--- src/aar_pkg.sv ---
package aar_pkg;

	// Register indices; byte address is four times the index
	localparam int unsigned IDX_LOCAL   = 4;
	localparam int unsigned IDX_PARTNER = 5;
	localparam int unsigned IDX_EXP     = 6;

	// Values after reset
	localparam logic [15:0] LOCAL_RESET   = 16'h0001;
	localparam logic [15:0] PARTNER_RESET = 16'h0000;
	localparam logic [15:0] EXP_RESET     = 16'h0064;

	// Writable bits of the local ability word, bit 14 held at zero
	localparam logic [15:0] LOCAL_WR_MASK = 16'hbfff;
	// Bit 12 of the partner word is reserved
	localparam logic [15:0] PARTNER_MASK  = 16'hefff;

	// Field positions
	localparam int unsigned STRAP_LSB     = 5;
	localparam int unsigned STRAP_W       = 4;
	localparam int unsigned EXP_FAULT_BIT = 4;
	localparam int unsigned EXP_LPNP_BIT  = 3;
	localparam int unsigned EXP_PAGE_BIT  = 1;
	localparam int unsigned EXP_LPAN_BIT  = 0;
	localparam logic [15:0] EXP_CONST     = 16'h0064;

	// AXI responses
	localparam logic [1:0] RESP_OKAY   = 2'h0;
	localparam logic [1:0] RESP_SLVERR = 2'h2;

	// Local advertisement word as sent to the partner
	typedef struct packed {
		logic       localNpRequest;
		logic       reservedZero;
		logic       localRemoteFaultFlag;
		logic       localSpareBit;
		logic       localAsymFlowCtrl;
		logic       localFlowCtrl;
		logic       localT4Cap;
		logic       localFastFullCap;
		logic       localFastHalfCap;
		logic       localTenFullCap;
		logic       localTenHalfCap;
		logic [4:0] localTechSelector;
	} aar_local_t;

	// Ability word received from the partner
	typedef struct packed {
		logic       partnerNpRequest;
		logic       partnerAck;
		logic       partnerRemoteFaultFlag;
		logic       reservedZero;
		logic       partnerAsymFlowCtrl;
		logic       partnerFlowCtrl;
		logic       partnerT4Cap;
		logic       partnerFastFullCap;
		logic       partnerFastHalfCap;
		logic       partnerTenFullCap;
		logic       partnerTenHalfCap;
		logic [4:0] partnerTechSelector;
	} aar_partner_t;

endpackage

--- src/aar_ability_regs.sv ---
// Added by the designer: the AXI4-Lite interface to the registers.
module aar_ability_regs
	import aar_pkg::*;
#(
	parameter int unsigned ADDR_W            = 8,
	parameter bit          NEXT_PAGE_SUPPORT = 1'b1
) (
	input  wire logic                clock,
	input  wire logic                nrst,
	// AXI4-Lite slave
	input  wire logic [ADDR_W-1:0]   awaddr,
	input  wire logic                awvalid,
	output      logic                awready,
	input  wire logic [31:0]         wdata,
	input  wire logic [3:0]          wstrb,
	input  wire logic                wvalid,
	output      logic                wready,
	output      logic [1:0]          bresp,
	output      logic                bvalid,
	input  wire logic                bready,
	input  wire logic [ADDR_W-1:0]   araddr,
	input  wire logic                arvalid,
	output      logic                arready,
	output      logic [31:0]         rdata,
	output      logic [1:0]          rresp,
	output      logic                rvalid,
	input  wire logic                rready,
	// Negotiation engine side
	input  wire logic [STRAP_W-1:0]  strapAbility,
	input  wire logic                anComplete,
	input  wire logic                partnerPageValid,
	input  wire aar_partner_t        partnerPageIn,
	input  wire logic                parallelDetectFault,
	input  wire logic                partnerNpAble,
	input  wire logic                partnerAnAble,
	output      aar_local_t          advertAbility
);

	// Refuse address widths that cannot hold the map
	if (ADDR_W < 5 || ADDR_W > 32) begin : g_bad_addr
		$error("ADDR_W must lie between 5 and 32");
	end

	localparam int unsigned IDX_W = ADDR_W - 2;

	logic              awHeldQ;
	logic [IDX_W-1:0]  awIdxQ;
	logic              wHeldQ;
	logic [15:0]       wDataQ;
	logic [1:0]        wStrbQ;
	logic              bvalidQ;
	logic [1:0]        brespQ;
	logic              rvalidQ;
	logic [1:0]        rrespQ;
	logic [31:0]       rdataQ;
	logic              strapDoneQ;
	aar_local_t        localQ;
	logic [15:0]       localWr;
	aar_partner_t      partnerQ;
	logic              faultQ;
	logic              pageRxQ;
	logic              lpNpQ;
	logic              lpAnQ;
	logic [15:0]       expWord;
	logic [IDX_W-1:0]  arIdx;
	logic [15:0]       rdMux;
	logic              rdHit;
	logic              awFire;
	logic              wFire;
	logic              arFire;
	logic              commit;
	logic              commitLocal;
	logic              wrHit;
	logic              strapLoad;
	logic              capPartner;
	logic              clrExp;

	// Handshake terms
	assign awready = !awHeldQ && !bvalidQ;
	assign wready  = !wHeldQ && !bvalidQ;
	assign arready = !rvalidQ;
	assign awFire  = awvalid && awready;
	assign wFire   = wvalid && wready;
	assign arFire  = arvalid && arready;
	assign commit  = awHeldQ && wHeldQ;
	assign arIdx   = araddr[ADDR_W-1:2];

	assign bvalid = bvalidQ;
	assign bresp  = brespQ;
	assign rvalid = rvalidQ;
	assign rresp  = rrespQ;
	assign rdata  = rdataQ;

	// Write address capture
	always_ff @(posedge clock or negedge nrst) begin
		if (!nrst) begin
			awHeldQ <= 1'b0;
			awIdxQ  <= '0;
		end else if (awFire) begin
			awHeldQ <= 1'b1;
			awIdxQ  <= awaddr[ADDR_W-1:2];
		end else if (commit) begin
			awHeldQ <= 1'b0;
		end
	end

	// Write data capture, low half only carries register bits
	always_ff @(posedge clock or negedge nrst) begin
		if (!nrst) begin
			wHeldQ <= 1'b0;
			wDataQ <= 16'h0000;
			wStrbQ <= 2'h0;
		end else if (wFire) begin
			wHeldQ <= 1'b1;
			wDataQ <= wdata[15:0];
			wStrbQ <= wstrb[1:0];
		end else if (commit) begin
			wHeldQ <= 1'b0;
		end
	end

	// Write decode
	assign wrHit = (awIdxQ == IDX_W'(IDX_LOCAL)) || (awIdxQ == IDX_W'(IDX_PARTNER))
		|| (awIdxQ == IDX_W'(IDX_EXP));
	assign commitLocal = commit && (awIdxQ == IDX_W'(IDX_LOCAL));

	// Write response; read-only targets accept and ignore
	always_ff @(posedge clock or negedge nrst) begin
		if (!nrst) begin
			bvalidQ <= 1'b0;
			brespQ  <= RESP_OKAY;
		end else if (commit) begin
			bvalidQ <= 1'b1;
			brespQ  <= wrHit ? RESP_OKAY : RESP_SLVERR;
		end else if (bready) begin
			bvalidQ <= 1'b0;
		end
	end

	// Byte-lane merge of the local word
	for (genvar lane = 0; lane < 2; lane++) begin : g_lane
		assign localWr[lane*8 +: 8] = wStrbQ[lane]
			? ((wDataQ[lane*8 +: 8] & LOCAL_WR_MASK[lane*8 +: 8])
				| (localQ[lane*8 +: 8] & ~LOCAL_WR_MASK[lane*8 +: 8]))
			: localQ[lane*8 +: 8];
	end

	// Straps are caught on the first edge after reset release
	assign strapLoad = !strapDoneQ;

	always_ff @(posedge clock or negedge nrst) begin
		if (!nrst) begin
			strapDoneQ <= 1'b0;
		end else begin
			strapDoneQ <= 1'b1;
		end
	end

	// Local ability word, driven straight to the negotiation engine
	always_ff @(posedge clock or negedge nrst) begin
		if (!nrst) begin
			localQ <= aar_local_t'(LOCAL_RESET);
		end else if (strapLoad) begin
			localQ[STRAP_LSB +: STRAP_W] <= strapAbility;
		end else if (commitLocal) begin
			localQ <= aar_local_t'(localWr);
		end
	end

	assign advertAbility = localQ;

	// Partner word frozen after completion unless next pages run
	assign capPartner = partnerPageValid && (!anComplete || NEXT_PAGE_SUPPORT);

	always_ff @(posedge clock or negedge nrst) begin
		if (!nrst) begin
			partnerQ <= aar_partner_t'(PARTNER_RESET);
		end else if (capPartner) begin
			partnerQ <= aar_partner_t'(partnerPageIn & PARTNER_MASK);
		end
	end

	// Latched-high status bits; a new event wins over the read clear
	assign clrExp = arFire && (arIdx == IDX_W'(IDX_EXP));

	always_ff @(posedge clock or negedge nrst) begin
		if (!nrst) begin
			faultQ  <= 1'b0;
			pageRxQ <= 1'b0;
		end else begin
			faultQ  <= parallelDetectFault || (faultQ && !clrExp);
			pageRxQ <= capPartner || (pageRxQ && !clrExp);
		end
	end

	// Partner status levels
	always_ff @(posedge clock or negedge nrst) begin
		if (!nrst) begin
			lpNpQ <= 1'b0;
			lpAnQ <= 1'b0;
		end else begin
			lpNpQ <= partnerNpAble;
			lpAnQ <= partnerAnAble;
		end
	end

	// Expansion word: fixed ones plus live status
	always_comb begin
		expWord                = EXP_CONST;
		expWord[EXP_FAULT_BIT] = faultQ;
		expWord[EXP_LPNP_BIT]  = lpNpQ;
		expWord[EXP_PAGE_BIT]  = pageRxQ;
		expWord[EXP_LPAN_BIT]  = lpAnQ;
	end

	// Read multiplexer
	always_comb begin
		rdMux = 16'h0000;
		rdHit = 1'b1;
		if (arIdx == IDX_W'(IDX_LOCAL)) begin
			rdMux = localQ;
		end else if (arIdx == IDX_W'(IDX_PARTNER)) begin
			rdMux = partnerQ;
		end else if (arIdx == IDX_W'(IDX_EXP)) begin
			rdMux = expWord;
		end else begin
			rdHit = 1'b0;
		end
	end

	// Read response; unmapped reads return zero with an error
	always_ff @(posedge clock or negedge nrst) begin
		if (!nrst) begin
			rvalidQ <= 1'b0;
			rrespQ  <= RESP_OKAY;
			rdataQ  <= 32'h00000000;
		end else if (arFire) begin
			rvalidQ <= 1'b1;
			rrespQ  <= rdHit ? RESP_OKAY : RESP_SLVERR;
			rdataQ  <= {16'h0000, rdMux};
		end else if (rready) begin
			rvalidQ <= 1'b0;
		end
	end

	// Checks on the register behaviour
	a_np_adv_write: assert property (@(posedge clock) disable iff (!nrst)
		commitLocal && wStrbQ[1] |=> advertAbility.localNpRequest == $past(wDataQ[15]))
		else $error("next page advertise bit did not take write");

	a_fault_adv_write: assert property (@(posedge clock) disable iff (!nrst)
		commitLocal && wStrbQ[1] |=> advertAbility.localRemoteFaultFlag == $past(wDataQ[13]))
		else $error("remote fault advertise bit did not take write");

	a_local_flow_ctrl_write: assert property (@(posedge clock) disable iff (!nrst)
		commitLocal && wStrbQ[1] |=> {advertAbility.localAsymFlowCtrl, advertAbility.localFlowCtrl}
			== $past(wDataQ[11:10]))
		else $error("pause advertise bits did not take write");

	a_t4_storage_only: assert property (@(posedge clock) disable iff (!nrst)
		!(commitLocal && wStrbQ[1]) |=> $stable(advertAbility.localT4Cap))
		else $error("four-pair bit changed without a write");

	a_strap_load: assert property (@(posedge clock) disable iff (!nrst)
		$rose(strapDoneQ) |-> advertAbility[STRAP_LSB +: STRAP_W] == $past(strapAbility))
		else $error("strap values not loaded after reset");

	a_selector_reset: assert property (@(posedge clock) disable iff (!nrst)
		strapLoad |-> advertAbility.localTechSelector == 5'h01 && advertAbility[15:9] == 7'h00)
		else $error("local word not at reset value");

	a_reserved_zero: assert property (@(posedge clock) disable iff (!nrst)
		$rose(rvalidQ) |-> rdataQ[31:16] == 16'h0000
			&& !($past(arIdx) == IDX_W'(IDX_LOCAL) && rdataQ[14])
			&& !($past(arIdx) == IDX_W'(IDX_PARTNER) && rdataQ[12]))
		else $error("reserved bit read as one");

	a_partner_capture: assert property (@(posedge clock) disable iff (!nrst)
		capPartner |=> partnerQ == ($past(partnerPageIn) & PARTNER_MASK))
		else $error("partner word not captured");

	a_partner_readback: assert property (@(posedge clock) disable iff (!nrst)
		arFire && arIdx == IDX_W'(IDX_PARTNER) |=> rvalidQ && rdataQ[15:0] == $past(partnerQ))
		else $error("partner word read back wrong");

	a_exp_fixed_bits: assert property (@(posedge clock) disable iff (!nrst)
		arFire && arIdx == IDX_W'(IDX_EXP) |=> rdataQ[15:7] == 9'h000 && rdataQ[6:5] == 2'h3 && rdataQ[2])
		else $error("expansion fixed bits wrong");

	a_fault_latch: assert property (@(posedge clock) disable iff (!nrst)
		parallelDetectFault |=> faultQ ##0 (faultQ || clrExp) [*1])
		else $error("parallel detect fault not latched");

	a_fault_clear: assert property (@(posedge clock) disable iff (!nrst)
		clrExp && !parallelDetectFault |=> !faultQ && rdataQ[EXP_FAULT_BIT] == $past(faultQ))
		else $error("parallel detect fault not cleared by read");

	// Storage, status and bus timing
	a_rsvd_local_zero: assert property (@(posedge clock) disable iff (!nrst)
		!advertAbility.reservedZero)
		else $error("local reserved bit set");

	a_spare_bit_write: assert property (@(posedge clock) disable iff (!nrst)
		commitLocal && wStrbQ[1] |=> advertAbility.localSpareBit == $past(wDataQ[12]))
		else $error("spare bit did not take write");

	a_t4_bit_write: assert property (@(posedge clock) disable iff (!nrst)
		commitLocal && wStrbQ[1] |=> advertAbility.localT4Cap == $past(wDataQ[9]))
		else $error("four-pair bit did not take write");

	a_fast_full_write: assert property (@(posedge clock) disable iff (!nrst)
		commitLocal && wStrbQ[1] |=> advertAbility.localFastFullCap == $past(wDataQ[8]))
		else $error("fast full bit did not take write");

	a_low_lane_write: assert property (@(posedge clock) disable iff (!nrst)
		commitLocal && wStrbQ[0] |=> advertAbility[7:5] == $past(wDataQ[7:5]))
		else $error("fast half or ten bits did not take write");

	a_selector_write: assert property (@(posedge clock) disable iff (!nrst)
		commitLocal && wStrbQ[0] |=> advertAbility.localTechSelector == $past(wDataQ[4:0]))
		else $error("selector did not take write");

	a_local_hold: assert property (@(posedge clock) disable iff (!nrst)
		!commitLocal && !strapLoad |=> $stable(advertAbility))
		else $error("local word changed without a write");

	a_local_readback: assert property (@(posedge clock) disable iff (!nrst)
		arFire && arIdx == IDX_W'(IDX_LOCAL) |=> rvalidQ && rdataQ[15:0] == $past(advertAbility))
		else $error("local word read back wrong");

	a_write_resp: assert property (@(posedge clock) disable iff (!nrst)
		commit |=> bvalidQ)
		else $error("write response missing");

	a_rsvd_partner_zero: assert property (@(posedge clock) disable iff (!nrst)
		!partnerQ.reservedZero)
		else $error("partner reserved bit set");

	a_partner_hold: assert property (@(posedge clock) disable iff (!nrst)
		!capPartner |=> $stable(partnerQ))
		else $error("partner word changed without a page");

	a_page_latch: assert property (@(posedge clock) disable iff (!nrst)
		capPartner |=> pageRxQ)
		else $error("page received flag not set");

	a_status_levels: assert property (@(posedge clock) disable iff (!nrst)
		nrst |=> lpNpQ == $past(partnerNpAble) && lpAnQ == $past(partnerAnAble))
		else $error("partner status levels not followed");

	a_fault_hold: assert property (@(posedge clock) disable iff (!nrst)
		faultQ && !clrExp |=> faultQ)
		else $error("parallel detect fault dropped without read");

	a_unmapped_read: assert property (@(posedge clock) disable iff (!nrst)
		arFire && !rdHit |=> rrespQ == RESP_SLVERR && rdataQ == 32'h00000000)
		else $error("unmapped read not refused");

endmodule

--- config.mk ---
export PLATFORM = sky130hd
export DESIGN_NAME = aar_ability_regs
export DESIGN_NICKNAME = d
export VERILOG_FILES = /design/src/aar_pkg.sv /design/src/aar_ability_regs.sv
export SDC_FILE = /design/constraint.sdc
export NUM_CORES = 1
export LEC_CHECK = 0
export BUFFER_PORTS_ARGS = -buffer_cell sky130_fd_sc_hd__buf_2
export CAP_MARGIN = 5
export CELL_PAD_IN_SITES_DETAIL_PLACEMENT = 1
export CELL_PAD_IN_SITES_GLOBAL_PLACEMENT = 1
export CORE_MARGIN = 2
export CORE_UTILIZATION = 30
export CTS_CLUSTER_SIZE = 25
export DETAILED_ROUTE_END_ITERATION = 10
export GPL_TIMING_DRIVEN = 0
export PLACE_DENSITY = 0.67
export SLEW_MARGIN = 20
export SYNTH_ARGS = -nofsm -noshare
export SYNTH_HDL_FRONTEND = slang
export SYNTH_SLANG_ARGS = --single-unit
--- constraint.sdc ---
create_clock -name clock -period 1.4 [get_ports clock]
set_input_delay 0.28 -clock clock [delete_from_list [all_inputs] [get_ports clock]]
set_output_delay 0.28 -clock clock [all_outputs]
set_load 0.01 [all_outputs]
# After elaboration in Yosys (flattened, before gate mapping)
# Cells that the tools add are included.
# word_totals
inputBits,84
ff_bits,84
word_cells,94
out_inout_bits,57
# classes
n_bitwise,1
reduce_logical,27
n_mux,19
eq_ne,9
# op_table
cell,count
"== test 6 x 3 -> 1 bit, second input constant",6
two-way mux 16 bit,2
two-way mux 1 bit,11
logical AND 1 bit,10
two-way mux 9 bit,1
two-way mux 8 bit,1
OR 8 x 7 -> 8 bit,1
nonzero test 2 bit,4
two-way mux 7 bit,1
AND reduction 3 bit,2
zero test 1 bit,5
logical OR 1 bit,4
two-way mux 2 bit,2
two-way mux 4 bit,1
"inequality test 2 bit, second input constant",2
AND reduction 2 bit,2
"inequality test 2 x 1 -> 1 bit, second input constant",1

# Longest topological paths before layout
# logic_depth
word_depth,6
mapped_depth,5
depth_no_buf,3

# Worst setup path before layout
# Ideal clock, no wire load.
# synth_timing
kind,reg2reg
start,"reg bvalidQ, in the netlist bvalid"
end,reg wDataQ[0]
path_stages_with_launch,6
arrival_time_ns,1.461
slack_ns,-0.186
cell_sequence,dfrtp_1 > nor2_1 > and2_1 > buf_2 > buf_4 > mux2_2
# synth_via
elab_chain_len,3
# synth_lines
item,line_no,rtl
"start, declared",aar_ability_regs.sv:51,logic bvalidQ;
"start signal, assigned",aar_ability_regs.sv:130,bvalidQ <= 1'b0;
"start signal, assigned",aar_ability_regs.sv:133,bvalidQ <= 1'b1;
"start signal, assigned",aar_ability_regs.sv:136,bvalidQ <= 1'b0;
zero test 1 bit,aar_ability_regs.sv:80,assign wready = !wHeldQ && !bvalidQ;
logical AND 1 bit,aar_ability_regs.sv:80,
named net wready,aar_ability_regs.sv:17,"output logic wready,"
logical AND 1 bit,aar_ability_regs.sv:83,assign wFire = wvalid && wready;
"end signal, assigned",aar_ability_regs.sv:115,wDataQ <= wdata[15:0];
"end, declared",aar_ability_regs.sv:49,logic [15:0] wDataQ;
# The timed path passes the listed nets, and every way through them passes these cells.
# A chain may end at the register's enable or synchronous reset.

# Worst setup path in the final report
# layout_timing
start,reg awIdxQ[4]
end,reg localQ (netlist bit advertAbility[6])
# layout_via
elab_chain_len,4
# layout_lines
item,line_no,rtl
"start, declared",aar_ability_regs.sv:47,logic [IDX_W-1:0] awIdxQ;
"start signal, assigned",aar_ability_regs.sv:101,awIdxQ <= awaddr[ADDR_W-1:2];
== test 6 x 3 -> 1 bit,aar_ability_regs.sv:125,assign commitLocal = commit && (awIdxQ == IDX_W'(IDX_LOCAL));
logical AND 1 bit,aar_ability_regs.sv:125,
inequality test 2 x 1 -> 1 bit (no source line),-,
AND reduction 2 bit (no source line),-,
"end signal, assigned",aar_ability_regs.sv:162,localQ <= aar_local_t'(LOCAL_RESET);
"end signal, assigned by index",aar_ability_regs.sv:164,localQ[STRAP_LSB +: STRAP_W] <= strapAbility;
"end signal, assigned",aar_ability_regs.sv:166,localQ <= aar_local_t'(localWr);
"end, declared",aar_ability_regs.sv:57,aar_local_t localQ;
# No other way between the ends.

==> reports/summary.txt <==
CP Data Arrival Time - 1730 ps
Share of cells above drive strength 1 - 0.531
Mean Syn Cell Area - 13.1 sq um
Max_slew headroom - 0.591
Max-slew violation count - 0
CTS Root Cell - clkbuf_16
M1 GR Usage - 0.184
P_int - 5.39 mW
CP delay by family, top - simple AND/OR/NAND/NOR gates
Setup Skew - 8.83 ps
Pwr/cell area - 1580 nW/um^2
Switch Pwr - 2.17 mW
CP bufs+invs - 0
Die W - 112 microns
Routed wire length - 8590 microns
GR Util All Layers - 0.139
Setup CP Type - reg -> reg
Clock power frac - 0.304
Busiest grt layer - met2
Pleak - 2.36 nW
Hold-critical path endpoint - lpNpQ
Critical path launch point type - flip-flop
Maximum fanout along the worst path - 5
DR pass1 iterations - 4
Reg2reg setup slack - -70 ps
Antenna Violating Nets Remaining - 0
Vias - 2464
Global placer's final weighted congestion - 0.711
Hold crit path type - in -> reg
Gr ovfl total - 0
First-pass GRT wire length - 13800 microns
Hold Violations, Final - 0
Clock sink count - 80
Outcome - complete, but fails checks
RSZ-0062 raised after global routing - true
Failing checks - setup timing
Combinational Power Share - 0.258
Die Y - 112 microns
Cell Chain, Critical Path - or4b_4, o32ai_2, a31o_1
Grt met2 use - 0.232
Crit path max-delay cell type - or4b_4
Hold wc startpoint - partnerNpAble
CP peak stage delay - 620 ps
Largest net degree at the start of global routing - 55
Final period utilization - 1.05
Clk slew on worst S/H paths - 60 ps
Die Area - 12500 sq um
Tot Pwr - 7.56 mW
Worst r2r dst - advertAbility[6]
Net Sw Frac - 0.287
CTS tree - built
Depth of the most critical reg-to-reg path - 3
Core region area - 11400 sq um
Synth cell types - 31
Worst-Margin Slew - 614 ps
Sequential power share - 0.438
DR DRC count - 0
Worst hold path depth - 1
# diodes - 0
Min Clock Period, post-route - 1470 ps
Routed vias/inst - 4.50
Fillers - 1256
Filler-free cell count of the finished design - 548
Total CTS buffers - 9
Row cnt - 39
Dpl cells - 523
DRT iter0 DRCs - 58
# setup viols final - 15
Syn Inst Count - 266
Warnings from Yosys - 0
Worst EP required - 1660 ps
Clk_lat worst skew - 330 ps
Vias in the first global route - 2644
Area grow syn2layout - 37.6%
Initial antenna violation count - 0
Drt wl/cell - 15.7 microns
Nets - 484
Sequential element share of the synthesized area - 0.577
Fmax - 679 MHz
GRT met3 Usage - 0.0272
Kind of end point of the critical path - flip-flop
Final WS setup - -73.4 ps
Sum Neg Setup Slack - -731 ps
Final hold slack - 54.8 ps
Io pins - 141
H-tree depth - 3
Port bufs - 95
Clock tree buffer depth - 2
Utilization after layout - 0.420
#FFs+latches synth - 80
Initial Util - 0.306
# Max-Cap Violations - 0
DP Wirelength - 6410 microns
Netlist Area Pre-Place - 3470 sq um
Reg2reg start - awIdxQ[4]
VDD IR-drop max - 839 uV
[state kept, by name, indices dropped and copies added (netlist names)]
name,cells
advertAbility,15
awHeldQ,1
awIdxQ,6
bresp,1
bvalid,1
faultQ,1
lpAnQ,1
lpNpQ,1
pageRxQ,1
partnerQ,15
rdata,16
rresp,1
rvalid,1
strapDoneQ,1
wDataQ,15
wHeldQ,1
wStrbQ,2
[worst reg2reg max path: stages (launching register included)]
cell and delay (ps):
dfrtp_1 410, or4b_4 620, o32ai_2 240, a31o_1 130
[cells in the final DEF (no fill, tap or decap), types with 4 or more instances in the layout]
| cell type | n |
|---|---|
| clkbuf_16 | 10 |
| mux2_2 | 36 |
| buf_2 | 96 |
| mux2_4 | 13 |
| o21ai_0 | 12 |
| nand3_1 | 9 |
| conb_1 | 20 |
| a22o_1 | 7 |
| buf_4 | 26 |
| inv_1 | 8 |
| mux2i_1 | 11 |
| a31o_1 | 4 |
| clkbuf_1 | 5 |
| nand2_1 | 12 |
| o2bb2ai_1 | 4 |
| dfrtp_1 | 76 |
[cell type report]
cell class	instances	area [sq um]	area share
well taps	143	179	0.0374
plain buffers	28	204	0.0427
flip-flops and latches	80	2010	0.420
inverters	8	30.0	0.00628
repair buffers	107	619	0.130
clock buffers	11	233	0.0487
clock inverters	5	57.6	0.0120
multi-input cells	166	1450	0.303
[logic make-up (layout without fill, tap and decap cells)]
group	after synthesis	in the layout	synth area share
other	2	20	0.00216
buffers and inverters	39	159	0.0652
and+or+nand+nor	45	46	0.0843
DFF	80	80	0.577
muxes	60	60	0.190
AOI/OAI and AO/OA	40	40	0.0814
[metrics by stage]
stage          instance area [sq um]  worst slack [ps]
6_report                        4780             -73.4
5_1_grt                         4780              -129
4_1_cts                         4700             -58.8
3_5_place_dp                    4310              -192
3_3_place_gp                    4280              -579
2_1_floorplan                   3620             -49.3
[Yosys cell counts (all sizes together)]
library cell	instances	area, sq um
dfrtp	79	1980
mux2	49	552
buf	24	170
nand2	12	45.0
o21ai	12	60.1
mux2i	11	110
nand3	9	45.0
inv	8	30.0
a22o	7	61.3
clkbuf	7	26.3
a21oi	4	20.0
a31o	4	35.0
nand2b	4	25.0
nor2	4	15.0
o2bb2ai	4	35.0
o32ai	4	35.0
a21o	3	22.5
and2	3	18.8
nand4	3	31.3
nor3	3	15.0
conb	2	7.51
nor2b	2	12.5
nor4b	2	47.6
a31oi	1	6.26
and4bb	1	12.5
dfstp	1	26.3
nand4bb	1	11.3
o21bai	1	7.51
or4b	1	13.8
[layer usage]
metal,up-vias,part of all wire
met5,-,0
met4,0,0.012
met3,8,0.046
met2,69,0.50
met1,1203,0.44
li1,1184,-
[what timing repair did]
action,CTS,global route
gates cloned,0,2
setup buffers,7,2
hold endpoints to repair,25,0
pin swaps,3,2
endpoints found under the setup margin,42,53
resized for setup,9,17
hold buffers,1,0
[worst max-delay path by stage]
stage | start | to | slack, ps | depth (start not counted)
floorplan | bvalid | wDataQ[0] | -50 | 5
global placement | nrst | rdata[2] | -580 | 1
detailed placement | awIdxQ[3] | advertAbility[10] | -190 | 3
CTS | awIdxQ[5] | advertAbility[6] | -60 | 3
global route | awIdxQ[4] | advertAbility[4] | -130 | 4
finish | awIdxQ[4] | advertAbility[6] | -70 | 3
[power by group through the flow]
stage / logic [mW] / clock network (mW) / registers, mW
floorplan: 1.13 / 0 / 3.22
global placement: 1.56 / 0 / 3.26
detailed placement: 1.63 / 0 / 3.31
CTS: 1.79 / 2.36 / 3.29
global route: 2.12 / 2.46 / 3.40
finish: 1.95 / 2.30 / 3.31
Power figures use the tool's default switching activity.
